File: src/logic/zoom_pkg.sv
/*
  Constants for the zoom oscillator control block: register offsets,
  control field positions, transfer opcodes and initial values.
  Assumes byte-wide registers reached on even addresses of a 16-bit bus.
*/
package zoom_pkg;
  localparam int COARSE_W = 11;
  localparam int FINE_W = 29;
  localparam int LO_W = COARSE_W + FINE_W;
  localparam int ADDR_W = 8;

  localparam logic [7:0] OFS_COARSE_HI = 8'h30;
  localparam logic [7:0] OFS_COARSE_LO = 8'h32;
  localparam logic [7:0] OFS_FINE_B3 = 8'h34;
  localparam logic [7:0] OFS_FINE_B2 = 8'h36;
  localparam logic [7:0] OFS_FINE_B1 = 8'h38;
  localparam logic [7:0] OFS_FINE_B0 = 8'h3a;
  localparam logic [7:0] OFS_CONTROL = 8'h3c;
  localparam logic [7:0] OFS_STROBE = 8'h3e;

  localparam int CTL_OP_LSB = 0;
  localparam int CTL_OP_MSB = 3;
  localparam int CTL_FILTER = 4;
  localparam int CTL_CLEAR = 6;
  localparam int CTL_RESET = 7;
  localparam logic [7:0] CTL_WR_MASK = 8'hdf;
  localparam logic [7:0] CTL_RESET_VAL = 8'h00;

  localparam logic [3:0] OP_NOP = 4'h0;
  localparam logic [3:0] OP_ST_ALL = 4'h1;
  localparam logic [3:0] OP_RC_FRQ_CRS = 4'h2;
  localparam logic [3:0] OP_RC_PHS_CRS = 4'h3;
  localparam logic [3:0] OP_RC_FRQ_FIN = 4'h4;
  localparam logic [3:0] OP_RC_PHS_FIN = 4'h5;
  localparam logic [3:0] OP_RC_FRQ_BOTH = 4'h6;
  localparam logic [3:0] OP_RC_PHS_BOTH = 4'h7;
  localparam logic [3:0] OP_ST_CRS_BOTH = 4'h8;
  localparam logic [3:0] OP_ST_FIN_BOTH = 4'h9;
  localparam logic [3:0] OP_ST_CRS_FRQ = 4'ha;
  localparam logic [3:0] OP_ST_CRS_PHS = 4'hb;
  localparam logic [3:0] OP_ST_FIN_FRQ = 4'hc;
  localparam logic [3:0] OP_ST_FIN_PHS = 4'hd;
  localparam logic [3:0] OP_ST_BOTH_FRQ = 4'he;
  localparam logic [3:0] OP_ST_BOTH_PHS = 4'hf;

  // Low bits of the byte at 0x32 and of the byte at 0x3a
  localparam int COARSE_LO_SHIFT = 5;
  localparam int FINE_LO_SHIFT = 3;

  localparam logic [COARSE_W-1:0] FREQ_INIT_CRS = 11'h000;
  localparam logic [FINE_W-1:0] FREQ_INIT_FIN = 29'h0000000;
  // 54.77461 in coarse units: integer 54, fraction scaled by 2^29
  localparam logic [COARSE_W-1:0] PHASE_INIT_CRS = 11'h036;
  localparam logic [FINE_W-1:0] PHASE_INIT_FIN = 29'h18c99ae9;
  localparam logic [COARSE_W-1:0] STAGE_INIT_CRS = 11'h000;
  localparam logic [FINE_W-1:0] STAGE_INIT_FIN = 29'h0000000;
endpackage : zoom_pkg

File: src/logic/zoom_halfband.sv
/*
  Complex post-mixer lowpass, taps 1-2-1 over 4, per I and Q channel.
  Assumes the sample valid and clear inputs are synchronous to mclk_i.
*/
`timescale 1ns/10ps
module zoom_halfband #(
  parameter int W = 16
) (
  input wire logic mclk_i,
  input wire logic rst_i,
  input wire logic valid_i,
  input wire logic enable_i,
  input wire logic clear_i,
  input wire logic [W-1:0] in_i_i,
  input wire logic [W-1:0] in_q_i,
  output logic [W-1:0] out_i_o,
  output logic [W-1:0] out_q_o
);
  // Each channel owns its registers, so every variable has one driver
  for (genvar c = 0; c < 2; c++) begin : g_chan
    wire logic [W-1:0] x = (c == 0) ? in_i_i : in_q_i;
    logic [W-1:0] d1;
    logic [W-1:0] d2;
    logic [W-1:0] y;
    wire logic [W+1:0] acc = {{2{x[W-1]}}, x} + {d1[W-1], d1, 1'b0}
      + {{2{d2[W-1]}}, d2};
    // Bypass still advances the delay line so enabling gives no glitch
    wire logic [W-1:0] next_y = enable_i ? acc[W+1:2] : x;
    always_ff @(posedge mclk_i) begin
      if (rst_i || clear_i) begin
        d1 <= '0;
        d2 <= '0;
        y <= '0;
      end else if (valid_i) begin
        d1 <= x;
        d2 <= d1;
        y <= next_y;
      end
    end
  end
  assign out_i_o = g_chan[0].y;
  assign out_q_o = g_chan[1].y;
endmodule : zoom_halfband

File: src/logic/zoom_oscillator_control.sv
/*
  Zoom local oscillator control: staging registers, control byte,
  transfer strobe, working frequency and phase, post-mixer lowpass.
  Assumes a byte register port on the low half of a 16-bit data bus,
  and sync, trigger and arm inputs synchronous to mclk_i.
*/
// Contract
// - Control byte: opcode 3..0, filter 4, unused 5, clear 6, reset 7.
// - Opcode transfers happen at a trigger event, not on the control write.
// - Opcode 0 idles; 1 and 8..15 store staging into working registers.
// - Opcodes 2..7 recall working registers into staging registers.
// - Filter bit routes mixer output through 1-2-1 half-band lowpass at the sample rate, else bypass.
// - Clear bit zeroes filter state at next trigger, then clears itself.
// - Reset bit initialises zoom on next sync falling edge only.
// - Init: frequency zero, phase 54.77461, filter off and cleared, control zero.
// - Write to strobe offset starts the transfer; its data is ignored.
// - Strobe transfer runs on the clock cycle after the write.
// - Armed module with a trigger also runs the selected transfer.
// - Coarse staging: bits 10..3 at 0x30, bits 2..0 at 0x32.
// - Fine staging bytes at 0x34, 0x36, 0x38 and 0x3a.
// - Each sample adds working frequency to working phase.
// - Low coarse bits sit in bits 7..5 of 0x32; others read zero.
// - Bits 2..0 of 0x3a read zero and ignore writes.
// - Trigger state with sync pulled low also fires the pending action.
`timescale 1ns/10ps
module zoom_oscillator_control #(
  parameter int SAMPLE_W = 16
) (
  input wire logic mclk_i,
  input wire logic rst_i,
  input wire logic [zoom_pkg::ADDR_W-1:0] addr_i,
  input wire logic wr_i,
  input wire logic rd_i,
  input wire logic [15:0] wdata_i,
  output logic [15:0] rdata_o,
  input wire logic sync_i,
  input wire logic trigger_state_i,
  input wire logic armed_i,
  input wire logic trigger_i,
  input wire logic sample_valid_i,
  input wire logic [SAMPLE_W-1:0] mix_i_i,
  input wire logic [SAMPLE_W-1:0] mix_q_i,
  output logic [zoom_pkg::LO_W-1:0] lo_phase_o,
  output logic [SAMPLE_W-1:0] zoom_i_o,
  output logic [SAMPLE_W-1:0] zoom_q_o
);
  localparam int CW = zoom_pkg::COARSE_W;
  localparam int FW = zoom_pkg::FINE_W;
  localparam int LW = zoom_pkg::LO_W;

  logic [CW-1:0] stage_crs;
  logic [FW-1:0] stage_fin;
  logic [LW-1:0] freq;
  logic [LW-1:0] phase;
  logic [7:0] control;
  logic strobe_q;
  logic sync_q;

  // Bus decode; upper data byte is ignored on every access
  wire logic [7:0] wbyte = wdata_i[7:0];
  wire logic wr_crs_hi = wr_i && (addr_i == zoom_pkg::OFS_COARSE_HI);
  wire logic wr_crs_lo = wr_i && (addr_i == zoom_pkg::OFS_COARSE_LO);
  wire logic wr_fin_b3 = wr_i && (addr_i == zoom_pkg::OFS_FINE_B3);
  wire logic wr_fin_b2 = wr_i && (addr_i == zoom_pkg::OFS_FINE_B2);
  wire logic wr_fin_b1 = wr_i && (addr_i == zoom_pkg::OFS_FINE_B1);
  wire logic wr_fin_b0 = wr_i && (addr_i == zoom_pkg::OFS_FINE_B0);
  wire logic wr_ctl = wr_i && (addr_i == zoom_pkg::OFS_CONTROL);
  wire logic wr_strobe = wr_i && (addr_i == zoom_pkg::OFS_STROBE);

  // Control fields
  wire logic [3:0] opcode = control[zoom_pkg::CTL_OP_MSB:zoom_pkg::CTL_OP_LSB];
  wire logic filter_en = control[zoom_pkg::CTL_FILTER];
  wire logic clear_req = control[zoom_pkg::CTL_CLEAR];
  wire logic reset_req = control[zoom_pkg::CTL_RESET];

  // Trigger sources
  wire logic sync_fall = sync_q && !sync_i;
  wire logic trig_event = (armed_i && trigger_i)
    || (trigger_state_i && sync_fall);
  wire logic init_go = reset_req && sync_fall;
  wire logic xfer_go = strobe_q || trig_event;
  wire logic clear_go = (clear_req && trig_event) || init_go;

  // Opcode decode into individual moves
  wire logic op_is = (opcode == zoom_pkg::OP_ST_ALL);
  wire logic st_crs_frq = xfer_go && (op_is
    || opcode == zoom_pkg::OP_ST_CRS_BOTH || opcode == zoom_pkg::OP_ST_CRS_FRQ
    || opcode == zoom_pkg::OP_ST_BOTH_FRQ);
  wire logic st_crs_phs = xfer_go && (op_is
    || opcode == zoom_pkg::OP_ST_CRS_BOTH || opcode == zoom_pkg::OP_ST_CRS_PHS
    || opcode == zoom_pkg::OP_ST_BOTH_PHS);
  wire logic st_fin_frq = xfer_go && (op_is
    || opcode == zoom_pkg::OP_ST_FIN_BOTH || opcode == zoom_pkg::OP_ST_FIN_FRQ
    || opcode == zoom_pkg::OP_ST_BOTH_FRQ);
  wire logic st_fin_phs = xfer_go && (op_is
    || opcode == zoom_pkg::OP_ST_FIN_BOTH || opcode == zoom_pkg::OP_ST_FIN_PHS
    || opcode == zoom_pkg::OP_ST_BOTH_PHS);
  wire logic rc_frq_crs = xfer_go && (opcode == zoom_pkg::OP_RC_FRQ_CRS
    || opcode == zoom_pkg::OP_RC_FRQ_BOTH);
  wire logic rc_phs_crs = xfer_go && (opcode == zoom_pkg::OP_RC_PHS_CRS
    || opcode == zoom_pkg::OP_RC_PHS_BOTH);
  wire logic rc_frq_fin = xfer_go && (opcode == zoom_pkg::OP_RC_FRQ_FIN
    || opcode == zoom_pkg::OP_RC_FRQ_BOTH);
  wire logic rc_phs_fin = xfer_go && (opcode == zoom_pkg::OP_RC_PHS_FIN
    || opcode == zoom_pkg::OP_RC_PHS_BOTH);

  // Staging next values; a bus write in the same cycle beats a recall
  wire logic [CW-1:0] crs_recall = rc_frq_crs ? freq[LW-1:FW]
    : rc_phs_crs ? phase[LW-1:FW] : stage_crs;
  wire logic [FW-1:0] fin_recall = rc_frq_fin ? freq[FW-1:0]
    : rc_phs_fin ? phase[FW-1:0] : stage_fin;
  wire logic [CW-1:0] next_crs = wr_crs_hi ? {wbyte, crs_recall[2:0]}
    : wr_crs_lo ? {crs_recall[CW-1:3], wbyte[7:zoom_pkg::COARSE_LO_SHIFT]}
    : crs_recall;
  wire logic [FW-1:0] next_fin = wr_fin_b3 ? {wbyte, fin_recall[20:0]}
    : wr_fin_b2 ? {fin_recall[28:21], wbyte, fin_recall[12:0]}
    : wr_fin_b1 ? {fin_recall[28:13], wbyte, fin_recall[4:0]}
    : wr_fin_b0 ? {fin_recall[28:5], wbyte[7:zoom_pkg::FINE_LO_SHIFT]}
    : fin_recall;

  // Working registers; a store in the same cycle beats the accumulate
  wire logic [LW-1:0] phase_acc = sample_valid_i ? phase + freq : phase;
  wire logic [LW-1:0] next_freq = {st_crs_frq ? stage_crs : freq[LW-1:FW],
    st_fin_frq ? stage_fin : freq[FW-1:0]};
  wire logic [LW-1:0] next_phase = {st_crs_phs ? stage_crs : phase_acc[LW-1:FW],
    st_fin_phs ? stage_fin : phase_acc[FW-1:0]};

  // Control register: a fresh write beats self-clearing and init
  wire logic [7:0] ctl_self = init_go ? zoom_pkg::CTL_RESET_VAL
    : (clear_req && trig_event) ? (control & ~(8'h01 << zoom_pkg::CTL_CLEAR))
    : control;
  wire logic [7:0] next_control = wr_ctl ? (wbyte & zoom_pkg::CTL_WR_MASK)
    : ctl_self;

  // Read mux; write-only and unmapped offsets read zero
  logic [7:0] rbyte;
  always_comb begin
    unique case (addr_i)
      zoom_pkg::OFS_COARSE_HI: rbyte = stage_crs[CW-1:3];
      zoom_pkg::OFS_COARSE_LO: rbyte = {stage_crs[2:0], 5'h00};
      zoom_pkg::OFS_FINE_B3: rbyte = stage_fin[28:21];
      zoom_pkg::OFS_FINE_B2: rbyte = stage_fin[20:13];
      zoom_pkg::OFS_FINE_B1: rbyte = stage_fin[12:5];
      zoom_pkg::OFS_FINE_B0: rbyte = {stage_fin[4:0], 3'h0};
      default: rbyte = 8'h00;
    endcase
  end

  always_ff @(posedge mclk_i) begin
    if (rst_i) begin
      stage_crs <= zoom_pkg::STAGE_INIT_CRS;
      stage_fin <= zoom_pkg::STAGE_INIT_FIN;
    end else begin
      stage_crs <= next_crs;
      stage_fin <= next_fin;
    end
  end

  always_ff @(posedge mclk_i) begin
    if (rst_i || init_go) begin
      freq <= {zoom_pkg::FREQ_INIT_CRS, zoom_pkg::FREQ_INIT_FIN};
      phase <= {zoom_pkg::PHASE_INIT_CRS, zoom_pkg::PHASE_INIT_FIN};
    end else begin
      freq <= next_freq;
      phase <= next_phase;
    end
  end

  always_ff @(posedge mclk_i) begin
    if (rst_i) begin
      control <= zoom_pkg::CTL_RESET_VAL;
      strobe_q <= 1'b0;
      sync_q <= 1'b1;
      rdata_o <= 16'h0000;
      lo_phase_o <= '0;
    end else begin
      control <= next_control;
      strobe_q <= wr_strobe;
      sync_q <= sync_i;
      rdata_o <= rd_i ? {8'h00, rbyte} : rdata_o;
      lo_phase_o <= phase;
    end
  end

  // Filter state follows the clear moment, not the bit itself
  zoom_halfband #(
    .W(SAMPLE_W)
  ) u_lowpass (
    .mclk_i(mclk_i),
    .rst_i(rst_i),
    .valid_i(sample_valid_i),
    .enable_i(filter_en),
    .clear_i(clear_go),
    .in_i_i(mix_i_i),
    .in_q_i(mix_q_i),
    .out_i_o(zoom_i_o),
    .out_q_o(zoom_q_o)
  );
endmodule : zoom_oscillator_control

File: config.mk
export PLATFORM = sky130hd
export DESIGN_NAME = zoom_oscillator_control
export DESIGN_NICKNAME = d
export VERILOG_FILES = /design/src/logic/zoom_pkg.sv /design/src/logic/zoom_halfband.sv /design/src/logic/zoom_oscillator_control.sv
export SDC_FILE = /design/constraint.sdc
export NUM_CORES = 1
export LEC_CHECK = 0
export BUFFER_PORTS_ARGS = -buffer_cell sky130_fd_sc_hd__buf_2
export CAP_MARGIN = 25
export CORE_ASPECT_RATIO = 1.25
export CORE_MARGIN = 2
export CORE_UTILIZATION = 65
export CTS_CLUSTER_DIAMETER = 80
export DETAILED_ROUTE_END_ITERATION = 16
export PLACE_DENSITY = 0.84
export SYNTH_ARGS = -nofsm -noshare
export SYNTH_HDL_FRONTEND = slang
export SYNTH_SLANG_ARGS = --single-unit
export TNS_END_PERCENT = 20
File: constraint.sdc
create_clock -name mclk_i -period 7.6 [get_ports mclk_i]
set_input_delay 0.38 -clock mclk_i [delete_from_list [all_inputs] [get_ports mclk_i]]
set_output_delay 0.38 -clock mclk_i [all_outputs]
set_load 0.01 [all_outputs]
==> flow_metrics.env <==
export IMPL_die_w_um=140.6
export IMPL_ir_drop_uv=191.0
export IMPL_numCtsBuffers=28
export IMPL_root_buffer="clkbuf_16"
export IMPL_finalCritPeriodShare_pct=46.28
export IMPL_drc=0
export IMPL_path_max_fanout=3
export IMPL_slew_viol_final=0
export IMPL_worst_path_max_delay_cell="a2111oi_0"
export IMPL_cap_violations=0
export IMPL_timing_critical_path_max_delay_family="compound AO/OA/AOI/OAI gates"
export IMPL_max_freq_mhz=284.3
export IMPL_synthSimpleGateAreaFrac_pct=15.64
export IMPL_postLayoutCoreUtil_pct=73.57
export IMPL_drive_gt1_share_pct=12.42
export IMPL_synthAdderAreaFrac_pct=10.31
export IMPL_worst_pin_slew_ns=1.017
export IMPL_avgSynthCellArea_um2=8.656
export IMPL_post_cts_buffers=0
export IMPL_syn2layout_area_growth_pct=11.40
export IMPL_relSlewSlack_pct=31.92
export IMPL_drt_iter0_markers=904
export IMPL_path_buf_inv=0
export IMPL_wl_per_cell_um=18.81
export IMPL_status="completed"
export IMPL_setup_worst_path_class="flip-flop to flip-flop"
export IMPL_port_buffers=136
export IMPL_gp_congestion=1.002
export IMPL_synth_area_um2=15160
export IMPL_cts_hold_buf=0
export IMPL_synthXorXnorAreaFrac_pct=3.581
export IMPL_synth_top_family_by_area="compound AO/OA/AOI/OAI gates"
export IMPL_async_reset_ff_share_pct=0
export IMPL_dieArea_um2=24580
export IMPL_drt_pass1_iterations=5
export IMPL_synth_edff_count=0
export IMPL_synth_mux_area_share_pct=10.64
export IMPL_startpoint="freq[0]$_SDFFE_PP0P_"
export IMPL_cts_tree="done"
export IMPL_track_usage_pct=32.48
export IMPL_synthFlopType="dfxtp_1"
export IMPL_nets=2008
export IMPL_num_antenna_cells=0
export IMPL_gr_total_overflow=0
export IMPL_clock_skew_ns=0.01844
export IMPL_grt_max_degree=82
export IMPL_min_from="sync_i"
export IMPL_antenna_found_initial=1
export IMPL_hold_class="primary input to flip-flop"
export IMPL_crit_path_start_kind="flip-flop"
export IMPL_p_leak_nw=6.888
export IMPL_clock_latency_ns=0.56
export IMPL_postRouteWirelength_um=40400
export IMPL_p_per_area_nw_per_um2=192.3
export IMPL_die_h_um=174.8
export IMPL_crit_required_ns=8.00
export IMPL_p_total_mw=3.248
export IMPL_critical_path_arrival_ns=3.92
export IMPL_grt_pass1_wl_um=65610
export IMPL_core_um2=22960
export IMPL_setup_viol=0
export IMPL_htree_levels=1
export IMPL_tns_ns=0
export IMPL_path_depth=11
export IMPL_rr_worst_depth=11
export IMPL_period_needed_ns=3.518
export IMPL_synth_cell_type_count=77
export IMPL_design_portCount=153
export IMPL_routed_via_density=6.270
export IMPL_synth_seq_cells=273
export IMPL_clk_pin_slew_ns=0.06
export IMPL_cts_sinks=273
export IMPL_crit_chain="ha_1 -> fa_1 -> a211oi_2 -> nor2_1 -> o311ai_1 -> a21oi_2 -> o211ai_2 -> nand3b_1 -> mux2i_1 -> a2111oi_0 -> o21ai_1"
export IMPL_slowest_delay_ns=0.55
export IMPL_dp_hpwl_um=28300
export IMPL_post_cts_resized=0
export IMPL_reg2reg_from="freq[0]$_SDFFE_PP0P_"
export IMPL_netlist_instances=1752
export IMPL_grt_pass1_vias=13178
export IMPL_hold_viol_final=0
export IMPL_min_path_cells=2
export IMPL_ant_nets=0
export IMPL_yosysSeqAreaShare_pct=36.04
export IMPL_grt_setup_unrepaired="false"
export IMPL_clk_path_buf_depth=3
export IMPL_synth_compound_area_share_pct=20.13
export IMPL_cp_end_kind="flip-flop"
export IMPL_dr_total_vias=13467
export IMPL_rows=62
export IMPL_start_util_pct=66.04
export IMPL_ys_warn_count=0
==> cells in the final DEF, fill, tap and decap left out, types with 35 or more instances in the layout <==
cell | netlist | routed
a21oi_1 | 196 | 195
a211oi_1 | 66 | 66
nand2_1 | 152 | 151
xnor2_1 | 44 | 44
nor2_1 | 243 | 242
dfxtp_1 | 273 | 271
o21ai_0 | 59 | 58
mux2i_1 | 159 | 159
fa_1 | 35 | 35
ha_1 | 69 | 69
nor2b_1 | 49 | 48
buf_2 | 13 | 134
==> metrics by stage <==
step                      setup slack (ns)  cells  cell area, µm²  hold WS (ns)
after floorplan                      4.639   1759           15190        0.4411
after global placement               4.214   2092           15930        0.4618
after detailed placement             4.155   2093           15940        0.4662
after CTS                            4.144   2144           16830      0.004314
after global routing                 3.897   2148           16890       0.04453
final                                4.082   2148           16890       0.03636
==> per-layer routing <==
| layer | up-vias | GRT usage, % | part of all wire (%) |
|---|---|---|---|
| li1 | 6402 | - | - |
| met1 | 6301 | 38.51 | 38 |
| met2 | 607 | 56.89 | 48 |
| met3 | 155 | 5.399 | 8.1 |
| met4 | 2 | 16.04 | 5.1 |
| met5 | - | 0 | 0.027 |
==> layout make-up <==
class | instances | area [µm²]
well taps | 288 | 360.3
clock buffers | 44 | 820.8
fillers | 1755 | 6068
clock inverters | 7 | 71.32
inverters | 26 | 97.59
multi-input cells | 1355 | 9210
flip-flops and latches | 273 | 5468
repair buffers | 155 | 865.8
==> kinds of logic (layout without fill, tap and decap cells) <==
family	Yosys count	after routing
XOR/XNOR	62	62
buffers and inverters	131	232
AO/OA/AOI/OAI	482	482
AND/OR/NAND/NOR	538	538
multiplexers	161	161
flip-flops	273	273
other	1	8
adder cells (fa/ha/maj)	104	104
==> worst paths after layout <==
| kind | slack [ns] | to |
|---|---|---|
| setup / recovery | 4.08 | phase[30]$_SDFFE_PP1P_ |
| hold / removal | 0.04 | sync_q$_SDFF_PP1_ |
| setup reg to reg | 4.08 | phase[30]$_SDFFE_PP1P_ |
| hold reg to reg | 0.48 | freq[20]$_SDFFE_PP0P_ |
==> where the power goes <==
part	total (mW)	switching (mW)	internal [mW]
Combinational	0.405	0.239	0.166
Sequential	1.50	0.0272	1.47
Clock	1.34	0.572	0.772
==> worst register-to-register path, cell delays in order (launching register included) <==
cell and delay [ns]:
dfxtp_1 0.33, ha_1 0.25, fa_1 0.46, a211oi_2 0.28, nor2_1 0.13, o311ai_1 0.50, a21oi_2 0.18, o211ai_2 0.30
nand3b_1 0.15, mux2i_1 0.15, a2111oi_0 0.55, o21ai_1 0.10
==> cell usage after synthesis, types with 25 or more instances <==
cell      number  share of area (%)
a211oi_1      66                3.3
a21o_1        29                1.4
a21oi_1      196                6.5
clkbuf_1      74                1.8
dfxtp_1      273                 36
fa_1          35                4.6
ha_1          69                5.7
inv_1         25               0.62
mux2i_1      159                 10
nand2_1      152                3.8
nor2_1       243                6.0
nor2b_1       49                2.0
o21ai_0       59                1.9
xnor2_1       44                2.5
==> sequential cells by signal (all words and copies together), names as in the netlist, 7 cells and up <==
register	cells
freq	40
lo_phase_o	40
phase	40
u_lowpass.g_chan.d1	32
u_lowpass.g_chan.d2	32
stage_fin	29
u_lowpass.out_i_o	16
u_lowpass.out_q_o	16
stage_crs	11
rdata_o	8
control	7
No activity file was read; power rests on OpenSTA's default activity.
